File: config.mk
export PLATFORM = sky130hd
export DESIGN_NAME = bitrev_and_progspace_agu
export DESIGN_NICKNAME = d
export VERILOG_FILES = /design/src/hw/agu_pkg.sv /design/src/hw/bitrev_and_progspace_agu.sv
export VERILOG_INCLUDE_DIRS = /design/src /design/src/hw
export SDC_FILE = /design/constraint.sdc
export NUM_CORES = 1
export LEC_CHECK = 0
export BUFFER_PORTS_ARGS = -buffer_cell sky130_fd_sc_hd__buf_2
export CAP_MARGIN = 10
export CORE_UTILIZATION = 25
export CTS_BUF_LIST = sky130_fd_sc_hd__clkbuf_16
export CTS_CLUSTER_DIAMETER = 200
export CTS_CLUSTER_SIZE = 25
export DETAILED_ROUTE_END_ITERATION = 10
export GPL_ROUTABILITY_DRIVEN = 1
export PLACE_DENSITY = 0.51
export SLEW_MARGIN = 20
export SYNTH_ARGS = -nofsm -noshare
export SYNTH_HDL_FRONTEND = slang
export SYNTH_SLANG_ARGS = --single-unit
File: constraint.sdc
create_clock -name clk -period 5 [get_ports clk]
set_input_delay 0.75 -clock clk [delete_from_list [all_inputs] [get_ports clk]]
set_output_delay 0.75 -clock clk [all_outputs]
set_load 0.02 [all_outputs]
File: src/hw/agu_consts.svh
// offsets, field positions and reset values of the address unit
`ifndef AGU_CONSTS_SVH
`define AGU_CONSTS_SVH
`define ADDR_MODCFG 4'h0
`define ADDR_BITREV 4'h1
`define ADDR_TABLE_PAGE 4'h2
`define ADDR_LASTEA 4'h3
`define RST_MODCFG 16'h0F00
`define RST_BITREV 16'h0000
`define RST_TABLE_PAGE 8'h00
`define SEL_HI 11
`define SEL_LO 8
`define SEL_NONE 4'hF
`define BITREV_ENABLE_BIT 15
`define PIVOT_HI 14
`define CFG_BIT 7
`define READ_LAT 2
`endif

File: src/hw/agu_pkg.sv
// types of the address unit
package agu_pkg;
	typedef enum logic [1:0] {MODE_PLAIN = 2'b00, MODE_PRE_INC = 2'b01,
		MODE_POST_INC = 2'b10, MODE_INDEXED = 2'b11} ind_mode_t;
	typedef enum logic [1:0] {PS_FETCH = 2'b00, PS_TABLE_RD = 2'b01,
		PS_TABLE_WR = 2'b10, PS_WINDOW_RD = 2'b11} ps_kind_t;
	typedef struct packed {
		logic valid;
		logic write;
		logic word;
		ind_mode_t mode;
		logic [3:0] ptr_sel;
		logic [15:0] ptr;
		logic [15:0] offset;
		logic modulo_on;
		logic [15:0] modulo_ea;
	} data_req_t;
	typedef struct packed {
		logic valid;
		logic bitrev;
		logic [15:0] ea;
	} data_ans_t;
	typedef struct packed {
		logic valid;
		ps_kind_t kind;
		logic high;
		logic word;
		logic [22:0] pc;
		logic [15:0] ea;
		logic [15:0] wdata;
	} ps_req_t;
	typedef struct packed {
		logic rd;
		logic wr;
		logic config_space;
		logic [23:0] addr;
		logic [2:0] lanes;
		logic [23:0] wdata;
	} ps_cmd_t;
	typedef struct packed {
		logic valid;
		logic high;
		logic word;
		logic bsel;
	} pend_t;
	typedef struct packed {
		logic [15:0] modcfg;
		logic [15:0] bitrev;
		logic [7:0] table_page;
		logic [15:0] rdata;
		data_ans_t dans;
		ps_cmd_t pcmd;
		pend_t pend;
		pend_t pend_d;
		logic rd_valid;
		logic [15:0] rd_data;
	} state_t;
endpackage

File: src/hw/bitrev_and_progspace_agu.sv
// bit-reversed data addressing and program-space address construction
`timescale 1ns/1ps
`include "agu_consts.svh"

// Operation
// - Reversal needs pointer select not 1111, enable set and pre/post increment.
// - The 15-bit pivot field is the bit-reversed modifier, usually half the buffer size.
// - Reversed addresses are word addresses, pivot scaled to bytes, LSb always zero.
// - Only word writes with pre- or post-increment get reversal, all else gets normal addresses.
// - Active reversal joins pointer and pivot, ignoring mode offset and LSb.
// - Bit reversal wins over modulo addressing for data writes on the same pointer.
// - A sixteen-entry buffer walks address bits four to one in reversed order.
// - Program space is 24 bits wide, data space 16 bits, with alignment kept.
// - Table addresses are the table page on bits 23 to 16 joined with data address bits 15 to 1 and a zero LSb.
// - Table accesses reach every byte of a program word, the upper byte included.
// - The program window in data space is read-only and yields only the low word.
// - Fetch addresses have bit 23 zero, bits 22 to 1 from the program counter and bit 0 zero.
// - Program-space addresses always have their LSb at zero.
// - Table operations need no word alignment and reads may reach configuration space.
// - Table page bit 7 zero selects user memory, one selects configuration space for table reads and writes; window reads always stay in user memory.
module bitrev_and_progspace_agu (
	input wire logic clk,
	input wire logic rst_n,
	input wire logic [3:0] reg_addr,
	input wire logic [15:0] reg_wdata,
	input wire logic reg_wr,
	input wire logic reg_rd,
	output logic [15:0] reg_rdata,
	input agu_pkg::data_req_t data_req,
	output agu_pkg::data_ans_t data_ans,
	input agu_pkg::ps_req_t ps_req,
	output agu_pkg::ps_cmd_t ps_cmd,
	input wire logic [23:0] prog_rdata,
	output logic ps_rd_valid,
	output logic [15:0] ps_rd_data
);
	agu_pkg::state_t st_reg;
	agu_pkg::state_t st_next;
	logic [15:0] base_w;
	logic [15:0] pivot_b;
	logic [15:0] rev_w;
	logic [15:0] rev_p;
	logic [15:0] rev_sum;
	logic [15:0] sum;
	logic [15:0] br_ea;
	logic br_on;

	// ************************************
	// reverse-carry add of pointer and pivot
	// ************************************
	assign base_w = {data_req.ptr[15:1], 1'b0};
	assign pivot_b = {st_reg.bitrev[`PIVOT_HI:0], 1'b0};
	genvar i;
	generate
		for (i = 0; i < 16; i = i + 1)
		begin : g_rev
			assign rev_w[i] = base_w[15 - i];
			assign rev_p[i] = pivot_b[15 - i];
			assign sum[i] = rev_sum[15 - i];
		end
	endgenerate
	assign rev_sum = rev_w + rev_p;
	assign br_ea = {sum[15:1], 1'b0};
	assign br_on = (st_reg.modcfg[`SEL_HI:`SEL_LO] != `SEL_NONE)
		&& st_reg.bitrev[`BITREV_ENABLE_BIT]
		&& (data_req.mode == agu_pkg::MODE_PRE_INC
		|| data_req.mode == agu_pkg::MODE_POST_INC)
		&& (data_req.ptr_sel == st_reg.modcfg[`SEL_HI:`SEL_LO])
		&& data_req.write && data_req.word;

	// ************************************
	// next state
	// ************************************
	always_comb
	begin
		st_next = st_reg;
		st_next.rdata = 16'h0000;
		// register port
		if (reg_wr)
		begin
			if (reg_addr == `ADDR_MODCFG)
			begin
				st_next.modcfg = reg_wdata;
			end
			else if (reg_addr == `ADDR_BITREV)
			begin
				st_next.bitrev = reg_wdata;
			end
			else if (reg_addr == `ADDR_TABLE_PAGE)
			begin
				st_next.table_page = reg_wdata[7:0];
			end
		end
		if (reg_rd)
		begin
			if (reg_addr == `ADDR_MODCFG)
			begin
				st_next.rdata = st_reg.modcfg;
			end
			else if (reg_addr == `ADDR_BITREV)
			begin
				st_next.rdata = st_reg.bitrev;
			end
			else if (reg_addr == `ADDR_TABLE_PAGE)
			begin
				st_next.rdata = {8'h00, st_reg.table_page};
			end
			else if (reg_addr == `ADDR_LASTEA)
			begin
				st_next.rdata = st_reg.dans.ea;
			end
		end
		// data address
		st_next.dans.valid = data_req.valid;
		st_next.dans.bitrev = data_req.valid && br_on;
		if (data_req.valid)
		begin
			if (br_on)
			begin
				st_next.dans.ea = br_ea;
			end
			else if (data_req.modulo_on)
			begin
				st_next.dans.ea = data_req.modulo_ea;
			end
			else if (data_req.mode == agu_pkg::MODE_PRE_INC
				|| data_req.mode == agu_pkg::MODE_INDEXED)
			begin
				st_next.dans.ea = data_req.ptr + data_req.offset;
			end
			else
			begin
				st_next.dans.ea = data_req.ptr;
			end
		end
		// program space
		st_next.pcmd.rd = 1'b0;
		st_next.pcmd.wr = 1'b0;
		st_next.pcmd.lanes = 3'b000;
		st_next.pend = '0;
		if (ps_req.valid)
		begin
			case (ps_req.kind)
				agu_pkg::PS_FETCH:
				begin
					st_next.pcmd.rd = 1'b1;
					st_next.pcmd.config_space = 1'b0;
					st_next.pcmd.addr = {1'b0, ps_req.pc[22:1], 1'b0};
					st_next.pcmd.lanes = 3'b111;
				end
				agu_pkg::PS_TABLE_RD, agu_pkg::PS_TABLE_WR:
				begin
					st_next.pcmd.rd = (ps_req.kind == agu_pkg::PS_TABLE_RD);
					st_next.pcmd.wr = (ps_req.kind == agu_pkg::PS_TABLE_WR);
					st_next.pcmd.config_space = st_reg.table_page[`CFG_BIT];
					st_next.pcmd.addr = {st_reg.table_page, ps_req.ea[15:1], 1'b0};
					st_next.pend.valid = (ps_req.kind == agu_pkg::PS_TABLE_RD);
					st_next.pend.high = ps_req.high;
					st_next.pend.word = ps_req.word;
					st_next.pend.bsel = ps_req.ea[0];
					if (ps_req.high)
					begin
						// phantom byte takes no lane
						st_next.pcmd.lanes = (ps_req.word || !ps_req.ea[0]) ? 3'b100 : 3'b000;
						st_next.pcmd.wdata = {ps_req.wdata[7:0], 16'h0000};
					end
					else
					begin
						st_next.pcmd.lanes = ps_req.word ? 3'b011
							: (ps_req.ea[0] ? 3'b010 : 3'b001);
						st_next.pcmd.wdata = ps_req.word ? {8'h00, ps_req.wdata}
							: {8'h00, ps_req.wdata[7:0], ps_req.wdata[7:0]};
					end
				end
				agu_pkg::PS_WINDOW_RD:
				begin
					st_next.pcmd.rd = 1'b1;
					st_next.pcmd.config_space = 1'b0;
					st_next.pcmd.addr = {st_reg.table_page, ps_req.ea[15:1], 1'b0};
					st_next.pcmd.lanes = 3'b011;
					st_next.pend.valid = 1'b1;
					st_next.pend.high = 1'b0;
					st_next.pend.word = 1'b1;
					st_next.pend.bsel = 1'b0;
				end
				default:
				begin
					st_next.pcmd.rd = 1'b0;
				end
			endcase
		end
		// read return, one cycle after the memory answers
		st_next.pend_d = st_reg.pend;
		st_next.rd_valid = st_reg.pend_d.valid;
		if (st_reg.pend_d.valid)
		begin
			if (st_reg.pend_d.high)
			begin
				st_next.rd_data = (st_reg.pend_d.word || !st_reg.pend_d.bsel)
					? {8'h00, prog_rdata[23:16]} : 16'h0000;
			end
			else if (st_reg.pend_d.word)
			begin
				st_next.rd_data = prog_rdata[15:0];
			end
			else
			begin
				st_next.rd_data = {8'h00, st_reg.pend_d.bsel ? prog_rdata[15:8]
					: prog_rdata[7:0]};
			end
		end
	end

	// ************************************
	// state register
	// ************************************
	always_ff @(posedge clk or negedge rst_n)
	begin
		if (!rst_n)
		begin
			st_reg <= '0;
			st_reg.modcfg <= `RST_MODCFG;
			st_reg.bitrev <= `RST_BITREV;
			st_reg.table_page <= `RST_TABLE_PAGE;
		end
		else
		begin
			st_reg <= st_next;
		end
	end

	assign reg_rdata = st_reg.rdata;
	assign data_ans = st_reg.dans;
	assign ps_cmd = st_reg.pcmd;
	assign ps_rd_valid = st_reg.rd_valid;
	assign ps_rd_data = st_reg.rd_data;
endmodule

* Word-level counts from Yosys, hierarchy flattened
Cells that the tools add are included.
Storage, ports and cells: output and inout bits 105, logic and storage cells 81, bits of input ports 166, flip-flop bits (word level) 153
Cells by class: bitwise logic cells 2, reductions and logical operators 20, add/sub/neg operators 2, equality and inequality tests 11, multiplexer cells 23
Operator list (count):
- 16-bit 2-to-1 mux | 11
- 28-bit one-hot mux with 3 select lines | 1
- 58-bit 2-to-1 mux | 1
- 27-bit 2-to-1 mux | 1
- 24-bit 2-to-1 mux | 1
- 16-bit adder | 1
- 8-bit 2-to-1 mux | 2
- 15-bit adder | 1
- 2-bit == test, second input constant | 4
- 4-bit by 2-bit == test with 1-bit output, second input constant | 2
- 4-bit one-hot mux with 2 select lines | 1
- 1-bit logical AND | 6
- 2-bit by 1-bit == test with 1-bit output, second input constant | 2
- 4-bit by 1-bit == test with 1-bit output, second input constant | 1
- 4-bit == test | 1
- 4-bit zero test | 1
- 1-bit logical OR | 4
- 2-bit 2-to-1 mux | 2
- 4-bit inequality test, second input constant | 1
- 2-bit AND reduction | 2
- 4-bit AND reduction | 1
- 2-bit OR reduction | 2
- 3-bit 2-to-1 mux | 1
- 3-bit AND reduction | 1
- 5 further kinds | 7

* Longest topological paths before layout
depth after elaboration 7, mapped depth 11, gate-level depth less buffers 10

* Least setup slack after synthesis
OpenSTA, ideal clock, no wires.
kind input port to flip-flop, from input data_req[17] in the netlist's numbering, to register st_reg, in the netlist data_ans[12], path buffers 0, library setup time 0.129 ns, path slack 2.199 ns, arrival time 2.672 ns, data required time 4.871 ns, stages 8, path through ha_1 > fa_1 > a21o_1 > a311oi_1 > o21ai_0 > a2111oi_0 > a2bb2oi_1 > o21ai_0
On the way: cells in the longest elaborated chain, start to end 4
Ends and longest elaborated chain:
- start, declared | RTL line bitrev_and_progspace_agu.sv:29 | input agu_pkg::data_req_t data_req,
- 16-bit adder | RTL line bitrev_and_progspace_agu.sv:129 | st_next.dans.ea = data_req.ptr + data_req.offset;
- 16-bit 2-to-1 mux | RTL line bitrev_and_progspace_agu.sv:126 | else if (data_req.mode == agu_pkg::MODE_PRE_INC
- 16-bit 2-to-1 mux | RTL line bitrev_and_progspace_agu.sv:122 | else if (data_req.modulo_on)
- 16-bit 2-to-1 mux | RTL line bitrev_and_progspace_agu.sv:118 | if (br_on)
- end signal, assigned | RTL line bitrev_and_progspace_agu.sv:228 | st_reg <= st_next;
- end, declared | RTL line bitrev_and_progspace_agu.sv:37 | agu_pkg::state_t st_reg;
Every way passes these cells. A chain may end at the register's enable or synchronous reset.

* Worst setup path after layout
from input data_req[17] in the netlist's numbering, to register st_reg, in the netlist data_ans[14]
The elaborated chain is that of the path after synthesis.

==> impl_results.md <==
- Outcome: completed
- Post-CTS setup buffers: 0
- Final antenna-violating net count: 0
- Max reg flops: 53
- Mapped Area: 9049 um2
- NumNets Final: 1322
- Detailed Route WL: 28380 um
- GRT Residual Overflow: 0
- R2r endpoint: data_ans[3]$_DFFE_PN0P_
- Post-cts resize count: 0
- Hold_buf cts: 0
- Crit share post-route: 0.5836
- Vias: 7457
- Yosys warning count: 0
- Post-synth EDFFs: 0
- Die X: 192.3 um
- Worst EP required: 5.37 ns
- Reg-to-reg setup timing slack: 2.56 ns
- Initial antenna violation count: 5
- TritonRoute pass-1 iters: 4
- Top cells by count, synth: 148 x dfrtp_1, 104 x buf_4, 100 x nand2_1
- Multi-input logic area: 4170 um2
- First-pass GRT wire length: 42260 um
- Final setup skew: 0.01284 ns
- Drt drc: 0
- Filler cells: 3794
- Power density over the cells: 357.3 nW/um2
- Critical Path Fanout Max: 5
- RR Startpoint: pivot_b[15]$_DFFE_PN0P_
- Tightest Hold Check Type: in2async
- Setup TNS: 0 ns
- Yosys reg bits: 152
- Rows: 69
- CTS buffer count: 17
- Fin. max-slew vios: 0
- R2R cell count: 10
- Setup crit start: data_req[17]
- GRT Util Overall: 0.1528
- Netlist cell types: 60
- Slew headroom: 0.3492
- Setup violators final: 0
- Mean Syn Cell Area: 9.215 um2
- RSZ-0062 raised after global routing: no
- Least-Margin Pin Slew: 0.9761 ns
- CTS tree: yes
- CTS sink cnt: 152
- Most numerous cell in the Yosys netlist: dfrtp_1
- Yosys top cell area share: 0.4093
- CTS H-tree depth: 4
- Peak supply drop: 0.1911 mV
- DP HPWL: 21800 um
- Worst-path clk slew: 0.06 ns
- Async SR Flop Fraction: 1.000
- Clk root buf: clkbuf_16
- Vias in the first global route: 7146
- Port buffer count: 268
- Clk_lat worst skew: 0.43 ns
- Area leader, netlist: dfrtp_1
- Synth area leaders: dfrtp_1 41%, buf_4 8.6%, a21oi_1 5.1%
- Hold Slack: 0.3392 ns
- CP startpoint kind: primary input
- Sequential cell area: 3809 um2
- Static leakage: 5.058 nW
- I/O pin count: 271
- 1st-iter DRT viols: 404
- Commonest register cell after synthesis: dfrtp_1
- Die Area: 36960 um2
- Seq/Total Area, Yosys: 0.4209
- Die H: 192.3 um
- GPL Wtd Cong: 0.8633
- Initial Utilization: 0.2544
- Synth Instances: 982
- Vias per cell: 4.675
- Core area: 35570 um2
- Worst EP arrival: 3.29 ns
- Worst-case clock buffer depth: 2
- CP Class: in2reg
- Max-capacitance violation count: 0
- Worst Setup End Kind: register
- Largest net degree at the start of global routing: 82
- Final hold vios: 0
- Area Growth Syn to Fin: 17.55%
- Routed WL per cell: 17.79 um
- Share of layout cells above drive strength 1: 0.3163
- Minimum clock period: 2.918 ns
- Syn nets: 1185
- Peak Freq: 342.7 MHz
placed cells by master (no fill, tap or decap), drive strengths merged, types with 7 or more instances in the layout:
master | Yosys | final
a211oi | 9 | 9
a21o | 13 | 13
a21oi | 93 | 93
a22oi | 22 | 22
a31oi | 17 | 17
and2 | 7 | 7
buf | 108 | 275
clkbuf | 49 | 17
dfrtp | 148 | 148
ha | 35 | 35
inv | 26 | 28
mux2 | 39 | 39
mux2i | 13 | 13
nand2 | 100 | 100
nand2b | 16 | 16
nand3 | 15 | 15
nand4 | 9 | 9
nor2 | 67 | 67
nor3 | 7 | 7
o21ai | 75 | 75
o22ai | 8 | 8
xnor2 | 14 | 14
xor2 | 7 | 7
cell type report:
class	count	share of cell area
multi-input combinational	647	0.3921
sequential	152	0.3581
timing repair buffer	275	0.1328
tap	461	0.05423
clock buffer	17	0.04000
clock inverter	15	0.01317
inverter	26	0.009175
antenna	2	0.0004705
through the flow:
step                      power [mW]    util  area (um2)  cells  worst slack [ns]
after floorplan                2.289       -        9049    982             2.199
after global placement         2.541  0.2829       10060   1561             1.655
after detailed placement       2.550  0.2829       10060   1561             1.682
after CTS                      3.853  0.2988       10630   1593             2.141
after global routing           4.032  0.2990       10630   1594             2.008
final                          3.801  0.2990       10640   1595             2.082
critical path, cell delays in order:
cell	delay [ns]
buf_2	0.10
ha_1	0.22
fa_1	0.40
a21o_1	0.22
a311oi_1	0.31
o21ai_0	0.32
o31ai_1	0.55
mux2i_1	0.25
nand3_1	0.10
nand2_1	0.06
where the power goes:
part | total (mW) | internal (mW) | switching, mW
logic | 0.980 | 0.406 | 0.574
registers | 1.54 | 1.40 | 0.139
clock network | 1.28 | 0.727 | 0.552
total | 3.80 | 2.54 | 1.26
logic make-up after synthesis:
family | after synthesis | synth area share
AOI/OAI and AO/OA | 285 | 0.1932
xor gates and xnor gates | 21 | 0.02033
adders and majority gates | 37 | 0.05282
buffers and inverters | 183 | 0.1196
DFF | 152 | 0.4209
muxes | 54 | 0.06789
other | 1 | 0.0004144
and+or+nand+nor | 249 | 0.1249
routing by layer:
layer | wire length [um] | up-vias | track usage | share of wire
li1 | - | 3653 | - | -
met1 | 13110 | 3524 | 0.1987 | 0.46
met2 | 13090 | 253 | 0.2497 | 0.46
met3 | 1733 | 23 | 0.03219 | 0.061
met4 | 416 | 4 | 0.05239 | 0.015
met5 | 33 | - | 0 | 0.0012
worst max-delay path by stage:
stage | end | depth (start not counted)
after CTS | data_ans[14]$_DFFE_PN0P_ | 10
after detailed placement | data_ans[14]$_DFFE_PN0P_ | 10
after floorplan | data_ans[12]$_DFFE_PN0P_ | 8
final | data_ans[14]$_DFFE_PN0P_ | 10
after global placement | data_ans[14]$_DFFE_PN0P_ | 10
after global routing | data_ans[14]$_DFFE_PN0P_ | 10
(Power assumes the default switching activity.)
